<file path="src/common/fic_pkg.sv">
// Constants shared by the interrupt controller design files.
// Assumes a 32-bit AXI4-Lite register bus and one 10 MHz system clock.
package fic_pkg;

    // Source lines: 0-7 external, 8-9 reserved, 10-19 peripherals, 20 software
    localparam int NUM_LINES = 25;
    localparam int NUM_EXT = 8;
    localparam int NUM_RSVD_LO = 2;
    localparam int NUM_PERIPH = 10;
    localparam int NUM_RSVD_HI = 4;
    localparam int SW_LINE = 20;

    // Bus widths and responses
    localparam int DATA_W = 32;
    localparam int ADDR_W = 32;
    localparam int STRB_W = DATA_W / 8;
    localparam logic [1:0] RESP_OKAY = 2'h0;
    localparam logic [1:0] RESP_SLVERR = 2'h2;

    // Register offsets, relative to the region that holds the block
    localparam logic [ADDR_W-1:0] REGION_BASE = 32'h0900_0000;
    localparam logic [15:0] OFF_GLOBAL_MASK = 16'h1200;
    localparam logic [15:0] OFF_TRIG_MODE = 16'h1204;
    localparam logic [15:0] OFF_TRIG_POL = 16'h1208;
    localparam logic [15:0] OFF_ROUTING = 16'h120c;
    localparam logic [15:0] OFF_FAST_STATUS = 16'h1210;
    localparam logic [15:0] OFF_NORM_STATUS = 16'h1214;
    localparam logic [15:0] OFF_FAST_MASK = 16'h1218;
    localparam logic [15:0] OFF_NORM_MASK = 16'h121c;
    localparam logic [15:0] OFF_PEND_CLEAR = 16'h1220;
    localparam logic [15:0] OFF_SOFT_REQ = 16'h1224;
    localparam logic [15:0] OFF_EVT_STATUS = 16'h1228;
    localparam logic [15:0] OFF_EVT_MASK = 16'h122c;

    // Reset values and the software line bit
    localparam logic [NUM_LINES-1:0] TRIG_MODE_RST = 25'h000_0000;
    localparam logic [NUM_LINES-1:0] TRIG_POL_RST = 25'h100_0000;
    localparam logic [NUM_LINES-1:0] LINE_ZERO = 25'h000_0000;
    localparam logic [NUM_LINES-1:0] SW_LINE_BIT = 25'h010_0000;

    // Field positions of the single-bit control registers and the two-bit event registers
    localparam int GMASK_DIS_BIT = 0;
    localparam int SOFT_REQ_BIT = 0;
    localparam int EVT_W = 2;
    localparam int EVT_FAST_BIT = 0;
    localparam int EVT_NORM_BIT = 1;
    localparam logic [EVT_W-1:0] EVT_ZERO = 2'h0;

endpackage : fic_pkg

</file>
<file path="src/hw/fic_line_detect.sv">
// One source line: optional two-stage synchroniser, edge and level detection.
// Assumes polarity comes from a register on sys_clk.
module fic_line_detect
    import fic_pkg::*;
#(
    parameter bit SYNC = 1'b0
) (
    input wire logic sys_clk,
    input wire logic rst_n,
    input wire logic srcIn,
    input wire logic polarity,
    output logic edgeEvt_ff,
    output logic levelAct_ff
);

    logic sampled;
    logic prev_ff;

    // Pins pass two flip-flops; same-clock sources are used as they are
    generate
        if (SYNC) begin : g_sync
            logic meta_ff;
            logic sync_ff;
            always_ff @(posedge sys_clk or negedge rst_n) begin
                if (!rst_n) begin
                    meta_ff <= 1'b0;
                    sync_ff <= 1'b0;
                end else begin
                    meta_ff <= srcIn;
                    sync_ff <= meta_ff;
                end
            end
            assign sampled = sync_ff;
        end else begin : g_direct
            assign sampled = srcIn;
        end
    endgenerate

    // Previous sample for edge detection
    always_ff @(posedge sys_clk or negedge rst_n) begin
        if (!rst_n) begin
            prev_ff <= 1'b0;
        end else begin
            prev_ff <= sampled;
        end
    end

    // Raw edges are compared, so a polarity change alone makes no event
    always_ff @(posedge sys_clk or negedge rst_n) begin
        if (!rst_n) begin
            edgeEvt_ff <= 1'b0;
            levelAct_ff <= 1'b0;
        end else begin
            edgeEvt_ff <= polarity ? (sampled & ~prev_ff) : (~sampled & prev_ff); // RULE_05
            levelAct_ff <= polarity ? sampled : ~sampled; // RULE_05
        end
    end

endmodule // fic_line_detect

</file>
<file path="src/hw/fic_pend_bank.sv">
// A bank of pending status bits, one per line.
// Edge lines are sticky until cleared; level lines follow the source.
module fic_pend_bank
    import fic_pkg::*;
#(
    parameter int W = NUM_LINES
) (
    input wire logic sys_clk,
    input wire logic rst_n,
    input wire logic [W-1:0] setEvt,
    input wire logic [W-1:0] levelAct,
    input wire logic [W-1:0] levelMode,
    input wire logic [W-1:0] clrBits,
    output logic [W-1:0] pend_ff
);

    logic [W-1:0] nxt_pend;

    // Set wins over a clear in the same cycle; clears only touch edge lines
    always_comb begin
        nxt_pend = (levelMode & levelAct) // RULE_12
                 | (~levelMode & ((pend_ff & ~clrBits) | setEvt)); // RULE_10 RULE_11
    end

    always_ff @(posedge sys_clk or negedge rst_n) begin
        if (!rst_n) begin
            pend_ff <= '0;
        end else begin
            pend_ff <= nxt_pend;
        end
    end

endmodule // fic_pend_bank

</file>
<file path="src/hw/fic_ctrl.sv">
// Interrupt controller top: AXI4-Lite register slave, 25 source lines,
// fast and normal request outputs and a controller event interrupt.
// Assumes peripheral sources run on sys_clk and external pins are async.

// Functional notes
// RULE_01: lines 0-7 external, 10-19 peripherals, 20 software
// RULE_02: every line defaults to falling edge detection; line 24 resets to rising edge and line 20 is forced to high level
// RULE_03: no hardware priority and no vectors
// RULE_04: mask bit one blocks, zero passes
// RULE_05: mode and polarity pair select detection
// RULE_06: polarity register resets to 0x01000000
// RULE_07: routing one is fast, zero normal
// RULE_08: fast-routed activity sets fast pending bit
// RULE_09: normal-routed activity sets normal pending bit
// RULE_10: write one clears pending, edge lines only
// RULE_11: zero bits in clear write change nothing
// RULE_12: clear writes ignored for level lines
// RULE_13: fast mask blocks fast request, resets zero
// RULE_14: normal mask blocks normal request, resets zero
// RULE_15: line 20 software source, high level
// RULE_16: software masks unimplemented lines
// RULE_17: registers decoded from base 0x0900_1200
// RULE_18: outputs follow unmasked pending bits
// RULE_19: global mask bit disables both outputs
module fic_ctrl
    import fic_pkg::*;
(
    input wire logic sys_clk,
    input wire logic rst_n,
    input wire logic [ADDR_W-1:0] s_axi_awaddr,
    input wire logic s_axi_awvalid,
    output logic s_axi_awready,
    input wire logic [DATA_W-1:0] s_axi_wdata,
    input wire logic [STRB_W-1:0] s_axi_wstrb,
    input wire logic s_axi_wvalid,
    output logic s_axi_wready,
    output logic [1:0] s_axi_bresp,
    output logic s_axi_bvalid,
    input wire logic s_axi_bready,
    input wire logic [ADDR_W-1:0] s_axi_araddr,
    input wire logic s_axi_arvalid,
    output logic s_axi_arready,
    output logic [DATA_W-1:0] s_axi_rdata,
    output logic [1:0] s_axi_rresp,
    output logic s_axi_rvalid,
    input wire logic s_axi_rready,
    input wire logic [NUM_EXT-1:0] extReq,
    input wire logic [NUM_PERIPH-1:0] periphReq,
    output logic fastReq_ff,
    output logic normalReq_ff,
    output logic evtIrq_ff
);

    localparam int PAD_W = DATA_W - NUM_LINES;
    localparam int OFF_W = $bits(OFF_GLOBAL_MASK);

    // Write and read channel holding registers
    logic awHeld_ff, wHeld_ff, bvalid_ff, rvalid_ff;
    logic [ADDR_W-1:0] awAddr_ff;
    logic [DATA_W-1:0] wData_ff, rdata_ff;
    logic [STRB_W-1:0] wStrb_ff;
    logic [1:0] bresp_ff, rresp_ff;

    // Configuration and state registers
    logic globalDis_ff, softReq_ff, fastPrev_ff, normPrev_ff;
    logic [NUM_LINES-1:0] trigMode_ff, trigPol_ff, route_ff, fastMask_ff, normMask_ff;
    logic [EVT_W-1:0] evtStatus_ff, evtMask_ff;

    // Combinational bus terms
    logic awTake, wTake, wrFire, wrGo, wrHit, rdFire, rdHit, rdErr, wrErr;
    logic [ADDR_W-1:0] wrAddr;
    logic [OFF_W-1:0] wrOff, rdOff;
    logic [DATA_W-1:0] wrData, wrMask, rdMux;
    logic [STRB_W-1:0] wrStrb;
    logic [NUM_LINES-1:0] lineMask, lineData;
    logic weGlobal, weMode, wePol, weRoute, weFastMask, weNormMask, weClear, weSoft, weEvtMask;

    // Detection and pending terms
    logic [NUM_LINES-1:0] rawSrc, effMode, effPol, edgeEvt;
    logic [NUM_LINES-1:0] levelAct, clrBits, fastPend, normPend;
    logic nxt_fastReq, nxt_normalReq;
    logic [EVT_W-1:0] evtSet;

    // A channel is ready while nothing is held and no response is waiting
    assign s_axi_awready = ~awHeld_ff & ~bvalid_ff;
    assign s_axi_wready = ~wHeld_ff & ~bvalid_ff;
    assign s_axi_arready = ~rvalid_ff;
    assign s_axi_bvalid = bvalid_ff;
    assign s_axi_bresp = bresp_ff;
    assign s_axi_rvalid = rvalid_ff;
    assign s_axi_rdata = rdata_ff;
    assign s_axi_rresp = rresp_ff;

    assign awTake = s_axi_awvalid & s_axi_awready;
    assign wTake = s_axi_wvalid & s_axi_wready;
    assign rdFire = s_axi_arvalid & s_axi_arready;
    // The write happens the cycle both halves are present, held or arriving
    assign wrFire = (awHeld_ff | awTake) & (wHeld_ff | wTake);
    assign wrAddr = awHeld_ff ? awAddr_ff : s_axi_awaddr;
    assign wrData = wHeld_ff ? wData_ff : s_axi_wdata;
    assign wrStrb = wHeld_ff ? wStrb_ff : s_axi_wstrb;
    assign wrGo = wrFire & wrHit;
    // Upper half checks the region, lower half picks the register
    assign wrHit = wrAddr[ADDR_W-1:OFF_W] == REGION_BASE[ADDR_W-1:OFF_W]; // RULE_17
    assign rdHit = s_axi_araddr[ADDR_W-1:OFF_W] == REGION_BASE[ADDR_W-1:OFF_W]; // RULE_17
    assign wrOff = {wrAddr[OFF_W-1:2], 2'h0};
    assign rdOff = {s_axi_araddr[OFF_W-1:2], 2'h0};
    assign lineMask = wrMask[NUM_LINES-1:0];
    assign lineData = wrData[NUM_LINES-1:0] & lineMask;

    // Byte strobes expanded to a bit mask
    always_comb begin
        for (int b = 0; b < STRB_W; b++) begin
            wrMask[b*8 +: 8] = {8{wrStrb[b]}};
        end
    end

    // Address and data halves are taken in either order
    always_ff @(posedge sys_clk or negedge rst_n) begin
        if (!rst_n) begin
            awHeld_ff <= 1'b0;
            awAddr_ff <= '0;
        end else if (wrFire) begin
            awHeld_ff <= 1'b0;
        end else if (awTake) begin
            awHeld_ff <= 1'b1;
            awAddr_ff <= s_axi_awaddr;
        end
    end

    always_ff @(posedge sys_clk or negedge rst_n) begin
        if (!rst_n) begin
            wHeld_ff <= 1'b0;
            wData_ff <= '0;
            wStrb_ff <= '0;
        end else if (wrFire) begin
            wHeld_ff <= 1'b0;
        end else if (wTake) begin
            wHeld_ff <= 1'b1;
            wData_ff <= s_axi_wdata;
            wStrb_ff <= s_axi_wstrb;
        end
    end

    // Write decode on the full byte address, low two bits ignored
    always_comb begin
        weGlobal = 1'b0;
        weMode = 1'b0;
        wePol = 1'b0;
        weRoute = 1'b0;
        weFastMask = 1'b0;
        weNormMask = 1'b0;
        weClear = 1'b0;
        weSoft = 1'b0;
        weEvtMask = 1'b0;
        wrErr = 1'b0;
        unique case (wrOff)
            OFF_GLOBAL_MASK: weGlobal = wrGo; // RULE_17
            OFF_TRIG_MODE: weMode = wrGo;
            OFF_TRIG_POL: wePol = wrGo;
            OFF_ROUTING: weRoute = wrGo;
            OFF_FAST_MASK: weFastMask = wrGo;
            OFF_NORM_MASK: weNormMask = wrGo;
            OFF_PEND_CLEAR: weClear = wrGo;
            OFF_SOFT_REQ: weSoft = wrGo;
            OFF_EVT_MASK: weEvtMask = wrGo;
            // Status registers are read-only: writes are dropped quietly
            OFF_FAST_STATUS: wrErr = 1'b0;
            OFF_NORM_STATUS: wrErr = 1'b0;
            OFF_EVT_STATUS: wrErr = 1'b0;
            default: wrErr = 1'b1;
        endcase
        wrErr = wrErr | ~wrHit;
    end

    // Write response, one cycle after the write is performed
    always_ff @(posedge sys_clk or negedge rst_n) begin
        if (!rst_n) begin
            bvalid_ff <= 1'b0;
            bresp_ff <= RESP_OKAY;
        end else if (wrFire) begin
            bvalid_ff <= 1'b1;
            bresp_ff <= wrErr ? RESP_SLVERR : RESP_OKAY;
        end else if (s_axi_bready) begin
            bvalid_ff <= 1'b0;
        end
    end

    // Byte-enabled configuration writes; every bit resets to a known value
    always_ff @(posedge sys_clk or negedge rst_n) begin
        if (!rst_n) begin
            trigMode_ff <= TRIG_MODE_RST; // RULE_02
            trigPol_ff <= TRIG_POL_RST; // RULE_06
            route_ff <= LINE_ZERO; // RULE_07
        end else begin
            if (weMode) begin
                trigMode_ff <= (trigMode_ff & ~lineMask) | lineData;
            end
            if (wePol) begin
                trigPol_ff <= (trigPol_ff & ~lineMask) | lineData;
            end
            if (weRoute) begin
                route_ff <= (route_ff & ~lineMask) | lineData;
            end
        end
    end

    // Request masks, global disable and software source
    always_ff @(posedge sys_clk or negedge rst_n) begin
        if (!rst_n) begin
            fastMask_ff <= LINE_ZERO; // RULE_13
            normMask_ff <= LINE_ZERO; // RULE_14
            globalDis_ff <= 1'b0;
            softReq_ff <= 1'b0;
        end else begin
            if (weFastMask) begin
                fastMask_ff <= (fastMask_ff & ~lineMask) | lineData;
            end
            if (weNormMask) begin
                normMask_ff <= (normMask_ff & ~lineMask) | lineData;
            end
            if (weGlobal && wrMask[GMASK_DIS_BIT]) begin
                globalDis_ff <= wrData[GMASK_DIS_BIT]; // RULE_19
            end
            if (weSoft && wrMask[SOFT_REQ_BIT]) begin
                softReq_ff <= wrData[SOFT_REQ_BIT]; // RULE_15
            end
        end
    end

    // Clear pulse: only written one bits in enabled byte lanes take effect
    assign clrBits = weClear ? lineData : LINE_ZERO; // RULE_10 RULE_11

    // Read mux; the clear register reads as zero
    always_comb begin
        rdMux = '0;
        rdErr = 1'b0;
        unique case (rdOff)
            OFF_GLOBAL_MASK: rdMux[GMASK_DIS_BIT] = globalDis_ff;
            OFF_TRIG_MODE: rdMux = {{PAD_W{1'b0}}, trigMode_ff};
            OFF_TRIG_POL: rdMux = {{PAD_W{1'b0}}, trigPol_ff};
            OFF_ROUTING: rdMux = {{PAD_W{1'b0}}, route_ff};
            OFF_FAST_STATUS: rdMux = {{PAD_W{1'b0}}, fastPend}; // RULE_08
            OFF_NORM_STATUS: rdMux = {{PAD_W{1'b0}}, normPend}; // RULE_09
            OFF_FAST_MASK: rdMux = {{PAD_W{1'b0}}, fastMask_ff};
            OFF_NORM_MASK: rdMux = {{PAD_W{1'b0}}, normMask_ff};
            OFF_PEND_CLEAR: rdMux = '0;
            OFF_SOFT_REQ: rdMux[SOFT_REQ_BIT] = softReq_ff;
            OFF_EVT_STATUS: rdMux[EVT_W-1:0] = evtStatus_ff;
            OFF_EVT_MASK: rdMux[EVT_W-1:0] = evtMask_ff;
            default: rdErr = 1'b1;
        endcase
        // Outside the region nothing answers with data
        if (!rdHit) begin
            rdMux = '0;
            rdErr = 1'b1;
        end
    end

    // Read data is captured at the address handshake, answered next cycle
    always_ff @(posedge sys_clk or negedge rst_n) begin
        if (!rst_n) begin
            rvalid_ff <= 1'b0;
            rdata_ff <= '0;
            rresp_ff <= RESP_OKAY;
        end else if (rdFire) begin
            rvalid_ff <= 1'b1;
            rdata_ff <= rdMux;
            rresp_ff <= rdErr ? RESP_SLVERR : RESP_OKAY;
        end else if (s_axi_rready) begin
            rvalid_ff <= 1'b0;
        end
    end

    // Source vector; reserved lines are tied low and must be masked by software
    assign rawSrc = {{NUM_RSVD_HI{1'b0}}, softReq_ff, periphReq,
                     {NUM_RSVD_LO{1'b0}}, extReq}; // RULE_01 RULE_16

    // Line 20 is forced to high level regardless of its configuration bits
    assign effMode = trigMode_ff | SW_LINE_BIT; // RULE_15
    assign effPol = trigPol_ff | SW_LINE_BIT; // RULE_15

    // One detector per line; only the external pins are synchronised
    generate
        for (genvar i = 0; i < NUM_LINES; i++) begin : g_line
            fic_line_detect #(
                .SYNC(i < NUM_EXT)
            ) u_detect (
                .sys_clk(sys_clk),
                .rst_n(rst_n),
                .srcIn(rawSrc[i]),
                .polarity(effPol[i]),
                .edgeEvt_ff(edgeEvt[i]),
                .levelAct_ff(levelAct[i])
            );
        end
    endgenerate

    // Routing splits each line's activity into one of the two status banks
    fic_pend_bank #(
        .W(NUM_LINES)
    ) u_fast_bank (
        .sys_clk(sys_clk),
        .rst_n(rst_n),
        .setEvt(edgeEvt & route_ff), // RULE_07 RULE_08
        .levelAct(levelAct & route_ff),
        .levelMode(effMode),
        .clrBits(clrBits),
        .pend_ff(fastPend)
    );

    fic_pend_bank #(
        .W(NUM_LINES)
    ) u_norm_bank (
        .sys_clk(sys_clk),
        .rst_n(rst_n),
        .setEvt(edgeEvt & ~route_ff), // RULE_07 RULE_09
        .levelAct(levelAct & ~route_ff),
        .levelMode(effMode),
        .clrBits(clrBits),
        .pend_ff(normPend)
    );

    // Plain OR of unmasked bits: software sorts priority by reading status
    assign nxt_fastReq = ~globalDis_ff & |(fastPend & ~fastMask_ff); // RULE_03 RULE_04 RULE_18
    assign nxt_normalReq = ~globalDis_ff & |(normPend & ~normMask_ff); // RULE_04 RULE_18

    always_ff @(posedge sys_clk or negedge rst_n) begin
        if (!rst_n) begin
            fastReq_ff <= 1'b0;
            normalReq_ff <= 1'b0;
            fastPrev_ff <= 1'b0;
            normPrev_ff <= 1'b0;
        end else begin
            fastReq_ff <= nxt_fastReq; // RULE_13
            normalReq_ff <= nxt_normalReq; // RULE_14
            fastPrev_ff <= fastReq_ff;
            normPrev_ff <= normalReq_ff;
        end
    end

    // Controller events: a request output rising
    assign evtSet[EVT_FAST_BIT] = fastReq_ff & ~fastPrev_ff;
    assign evtSet[EVT_NORM_BIT] = normalReq_ff & ~normPrev_ff;

    // Sticky event bits clear on read; a new event in that cycle survives
    always_ff @(posedge sys_clk or negedge rst_n) begin
        if (!rst_n) begin
            evtStatus_ff <= EVT_ZERO;
            evtMask_ff <= EVT_ZERO;
        end else begin
            if (rdFire && !rdErr && rdOff == OFF_EVT_STATUS) begin
                evtStatus_ff <= evtSet;
            end else begin
                evtStatus_ff <= evtStatus_ff | evtSet;
            end
            if (weEvtMask && wrMask[0]) begin
                evtMask_ff <= wrData[EVT_W-1:0];
            end
        end
    end

    // Level interrupt while any enabled event bit is set
    always_ff @(posedge sys_clk or negedge rst_n) begin
        if (!rst_n) begin
            evtIrq_ff <= 1'b0;
        end else begin
            evtIrq_ff <= |(evtStatus_ff & evtMask_ff);
        end
    end

endmodule // fic_ctrl

</file>
<file path="config.mk">
export PLATFORM = sky130hd
export DESIGN_NAME = fic_ctrl
export DESIGN_NICKNAME = d
export VERILOG_FILES = /design/src/common/fic_pkg.sv /design/src/hw/fic_line_detect.sv /design/src/hw/fic_pend_bank.sv /design/src/hw/fic_ctrl.sv
export SDC_FILE = /design/constraint.sdc
export NUM_CORES = 1
export LEC_CHECK = 0
export BUFFER_PORTS_ARGS = -buffer_cell sky130_fd_sc_hd__buf_4
export CORE_ASPECT_RATIO = 0.9
export CORE_MARGIN = 2
export CORE_UTILIZATION = 50
export CTS_CLUSTER_SIZE = 20
export DETAILED_ROUTE_END_ITERATION = 6
export GPL_TIMING_DRIVEN = 1
export PLACE_DENSITY = 0.68
export SYNTH_ARGS = -nofsm -noshare
export SYNTH_HDL_FRONTEND = slang
export SYNTH_SLANG_ARGS = --single-unit
export TNS_END_PERCENT = 10
</file>
<file path="constraint.sdc">
create_clock -name sys_clk -period 5.8 [get_ports sys_clk]
set_input_delay 1.16 -clock sys_clk [delete_from_list [all_inputs] [get_ports sys_clk]]
set_output_delay 1.16 -clock sys_clk [all_outputs]
set_load 0.01 [all_outputs]
</file>
==> report_table.html <==
<table>
<tr><th>Metric</th><th>Value</th></tr>
<tr><th colspan="2">Clocking</th></tr>
<tr><td>Number of buffers inserted for hold repair after clock tree synthesis</td><td>0</td></tr>
<tr><td>Number of sinks driven by the clock tree</td><td>353</td></tr>
<tr><td>Skew-Pair Late Insertion Delay</td><td>0.53 ns</td></tr>
<tr><td>Total number of H-tree levels</td><td>2</td></tr>
<tr><td>Clock input transition at the sequential cells of the worst setup and hold paths</td><td>0.05 ns</td></tr>
<tr><td>CTS tree</td><td>done</td></tr>
<tr><td>Post CTS Setup Buffer Count</td><td>0</td></tr>
<tr><td>Clock buffer count from CTS</td><td>37</td></tr>
<tr><td>Clk buf depth</td><td>3</td></tr>
<tr><td>Count of cells resized by post-cts repair</td><td>0</td></tr>
<tr><td>Cell at the root of the clock tree</td><td>clkbuf_16</td></tr>
<tr><th colspan="2">STA</th></tr>
<tr><td>Number of pins with negative max-slew slack in the final report</td><td>0</td></tr>
<tr><td>Transition time at the pin with the least slew margin</td><td>1.26 ns</td></tr>
<tr><td>Skew final</td><td>~0.013 ns</td></tr>
<tr><td>Number of endpoints with negative hold slack in the final report</td><td>0</td></tr>
<tr><td>Maximum clock rate</td><td>278 MHz</td></tr>
<tr><td>RSZ-0062 raised after global routing</td><td>no</td></tr>
<tr><td>Final setup vio count</td><td>0</td></tr>
<tr><td>Post-layout min period</td><td>3.59 ns</td></tr>
<tr><td>Period utilisation layout</td><td>0.619</td></tr>
<tr><td>Worst slew slack as a fraction of its limit</td><td>0.157</td></tr>
<tr><td>Accumulated negative setup slack</td><td>0 ns</td></tr>
<tr><th colspan="2">Synthesis</th></tr>
<tr><td>Synth unique cells</td><td>between 60 and 70</td></tr>
<tr><td>Synthesized netlist cell count</td><td>1370</td></tr>
<tr><td>Synthesized-area fraction occupied by xor and xnor cells</td><td>0.00963</td></tr>
<tr><td>Most used flip-flop cell after synthesis</td><td>dfrtp_1</td></tr>
<tr><td>Simple-Gate Fraction of Synth Area</td><td>0.100</td></tr>
<tr><td>Sequential element share of the synthesized area</td><td>0.540</td></tr>
<tr><td>Area fraction in compound gates after synthesis</td><td>0.136</td></tr>
<tr><td>Post-synth top area cell</td><td>dfrtp_1</td></tr>
<tr><td>#FFs+latches synth</td><td>between 300 and 400</td></tr>
<tr><td>Area contributors post-synth</td><td>dfrtp_1 54%, mux2_2 13%, mux2i_1 3.2%</td></tr>
<tr><td>Adder and majority gate portion of the synthesized area</td><td>0</td></tr>
<tr><td>Post-synthesis average cell area</td><td>between 10 and 15 sq um</td></tr>
<tr><td>Synth warnings</td><td>0</td></tr>
<tr><td>Asr flop ratio synth</td><td>1.00</td></tr>
<tr><td>Area share of the largest cell type after synthesis</td><td>0.538</td></tr>
<tr><td>Combinational family with the most area after synthesis</td><td>multiplexers</td></tr>
<tr><td>Cell area after synthesis</td><td>16400 sq um</td></tr>
<tr><td>Number of synthesized flops with an enable pin</td><td>0</td></tr>
<tr><td>Mux share of post-synthesis cell area</td><td>0.171</td></tr>
<tr><th colspan="2">Job</th></tr>
<tr><td>Max Cap Violations</td><td>0</td></tr>
<tr><th colspan="2">Critical path</th></tr>
<tr><td>Crit path launch type</td><td>primary input</td></tr>
<tr><td>Category of the worst setup path capture point</td><td>register</td></tr>
<tr><td>R2r startpoint</td><td>awHeld_ff</td></tr>
<tr><td>Setup slack of the worst register-to-register path</td><td>between 2 and 2.5 ns</td></tr>
<tr><td>Classification of the worst setup path</td><td>in -&gt; reg</td></tr>
<tr><td>Critical path required time</td><td>about 6.2 ns</td></tr>
<tr><td>Count of cells along the worst register-to-register path</td><td>5</td></tr>
<tr><td>Worst-path maximum fanout</td><td>14</td></tr>
<tr><td>Data arrival time of the critical path</td><td>3.99 ns</td></tr>
<tr><th colspan="2">Detailed routing</th></tr>
<tr><td>Count of unresolved DRC violations after routing</td><td>0</td></tr>
<tr><td>Detailed Routing Iterations Pass 1</td><td>5</td></tr>
<tr><td>First DRT Iteration DRCs</td><td>798</td></tr>
<tr><td>Detail-routed net length per standard cell</td><td>between 20 and 25 um</td></tr>
<tr><td>Number of routed nets with antenna violations</td><td>0</td></tr>
<tr><td>Detailed Route WL</td><td>42400 um</td></tr>
<tr><td>Via Count</td><td>11700</td></tr>
<tr><td>DR vias/cell</td><td>~6.0</td></tr>
<tr><th colspan="2">Pwr</th></tr>
<tr><td>Power density normalized to cell area</td><td>324 nW/um^2</td></tr>
<tr><td>Portion of total power attributed to sequential cells</td><td>0.463</td></tr>
<tr><td>Static Leakage</td><td>8.72 nW</td></tr>
<tr><td>Combinational group share of total power</td><td>0.152</td></tr>
<tr><td>Proportion of power drawn by the clock network</td><td>0.384</td></tr>
<tr><td>Switching pwr</td><td>0.00161 W</td></tr>
<tr><td>Internal Power</td><td>0.00455 W</td></tr>
<tr><td>Switching part of the total</td><td>0.262</td></tr>
<tr><td>Worst voltage drop across the vdd grid</td><td>0.274 mV</td></tr>
<tr><th colspan="2">Place</th></tr>
<tr><td>Placed cells</td><td>1893</td></tr>
<tr><td>IO Port Bufs</td><td>148</td></tr>
<tr><td>Final GP Congestion</td><td>0.852</td></tr>
<tr><td>Detail Placement HPWL</td><td>28300 um</td></tr>
<tr><td>Placement Cell Area</td><td>17800 sq um</td></tr>
<tr><th colspan="2">Global route</th></tr>
<tr><td>Number of global-route vias before repair</td><td>11500</td></tr>
<tr><td>Residual overflow from global routing</td><td>0</td></tr>
<tr><td>Initial antenna violation count</td><td>0</td></tr>
<tr><td>Global-route wire length before repair</td><td>65800 um</td></tr>
<tr><td>GRT Overall Usage</td><td>0.248</td></tr>
<tr><td>Largest net degree at the start of global routing</td><td>146</td></tr>
<tr><th colspan="2">Worst hold path</th></tr>
<tr><td>Number of cells on the worst hold path</td><td>0</td></tr>
<tr><td>Worst Hold Path EP</td><td>g_line[4].u_detect.g_sync.sync_ff</td></tr>
<tr><td>Hold Crit Class</td><td>reg -&gt; reg</td></tr>
<tr><td>Worst Hold Launch</td><td>g_line[4].u_detect.g_sync.meta_ff</td></tr>
<tr><th colspan="2">Outcome</th></tr>
<tr><td>Status</td><td>completed</td></tr>
<tr><th colspan="2">Die</th></tr>
<tr><td>Die extent in y</td><td>176 um</td></tr>
<tr><td>Core Area</td><td>32000 sq um</td></tr>
<tr><td>Die X</td><td>195 um</td></tr>
<tr><td>Starting density of the core</td><td>0.511</td></tr>
<tr><td>Number of cell rows</td><td>62</td></tr>
<tr><td>Die footprint</td><td>~34000 sq um</td></tr>
<tr><td>IO Count</td><td>~170</td></tr>
<tr><th colspan="2">Final layout</th></tr>
<tr><td>Area added between synthesis and finish</td><td>16.3%</td></tr>
<tr><td>Top library cells by usage in the layout, fill and taps aside</td><td>352 x dfrtp_1, 191 x mux2_2, 158 x buf_4, 95 x inv_1, 90 x o21ai_0</td></tr>
<tr><td># nets final</td><td>around 1600</td></tr>
<tr><td>Core Util, Final</td><td>0.594</td></tr>
<tr><td>Share of layout cells above drive strength 1</td><td>0.286</td></tr>
<tr><td>Most common library cell in the layout ignoring fill and taps</td><td>dfrtp_1</td></tr>
<tr><td>Count of placed standard cells in the final layout, fillers left out</td><td>1957</td></tr>
<tr><td>Final Cell Area</td><td>19000 sq um</td></tr>
<tr><td>Number of antenna diodes</td><td>0</td></tr>
</table>
## power by group through the flow
| stage | Clock (W) | Combinational, W | Sequential [W] |
|---|---|---|---|
| 2_1_floorplan | 0 | 0.000659 | 0.00284 |
| 3_3_place_gp | 0 | 0.000929 | 0.00288 |
| 3_5_place_dp | 0 | 0.000948 | 0.00290 |
| 4_1_cts | 0.00240 | 0.000951 | 0.00285 |
| 5_1_grt | 0.00250 | 0.00103 | 0.00289 |
| 6_report | 0.00237 | 0.000939 | 0.00285 |
## how the worst max path moves through the flow
stage	from	endpoint	slack [ns]	cells past startpoint
2_1_floorplan	s_axi_awaddr[21]	register	3.05	7
3_3_place_gp	s_axi_awaddr[21]	register	1.77	6
3_5_place_dp	s_axi_awaddr[21]	register	1.73	6
4_1_cts	awHeld_ff	register	2.19	5
5_1_grt	awHeld_ff	register	1.92	5
6_report	s_axi_awaddr[21]	register	2.21	6
## synthesized netlist by cell type, types with 4 or more instances
master and number:
dfrtp_1 352, mux2_2 191, inv_1 95, o21ai_0 90, nand2_1 58, mux2i_1 52, a21oi_1 48, nor2_1 47
o2bb2ai_1 39, o22ai_1 29, nand2b_1 23, nand3b_1 22, a22o_1 21, a22oi_1 21, clkbuf_1 20, buf_2 19
a221oi_1 18, xnor2_1 18, buf_4 17, nand3_1 16, nor2b_1 15, a31oi_1 14, nand4_1 13, nor4_1 11
o21a_1 10, and2_1 9, nor3_1 9, a2bb2oi_1 8, nand4_4 8, a41oi_1 7, nand4_2 7, a32o_1 6
mux4_2 6, buf_1 4, nor4b_1 4
## through the flow
step / power [W] / worst slack (ns) / hold WS [ns]
finish: 0.00616 / 2.21 / 0.347
global route: 0.00642 / 1.92 / 0.355
CTS: 0.00621 / 2.19 / 0.347
detailed placement: 0.00385 / 1.73 / 0.335
global placement: 0.00381 / 1.77 / 0.333
floorplan: 0.00350 / 3.05 / 0.331
## worst max-delay path, stage by stage
cell and delay [ns]:
buf_4 0.11, nor4b_1 0.39, nand4_1 0.27, a211oi_4 0.88, nand4_2 0.69, mux2_2 0.48
## per-layer routing
layer / up-vias / GRT usage / wire, um
met3: 66 / 0.0401 / 2730
met2: 462 / 0.393 / 19400
li1: 5326 / - / -
met1: 5886 / 0.357 / 19400
met4: 0 / 0.0676 / 851
met5: - / 0 / 0
## cell type report
class | count | area [sq um]
Clock buffer | 57 | 1070
Clock inverter | 7 | 116
Fill cell | 2658 | 13000
Inverter | 95 | 357
Multi-Input combinational cell | 868 | 6890
Sequential cell | 353 | 8830
Tap cell | 416 | 520
Timing Repair Buffer | 161 | 1240
## logic make-up after synthesis
group | after synthesis
xor gates and xnor gates | 18
buffers and inverters | 157
DFF | 353
AOI/OAI and AO/OA | 329
muxes | 249
other | 1
and+or+nand+nor | 263
Note: power is estimated with default switching activity, not from simulation.
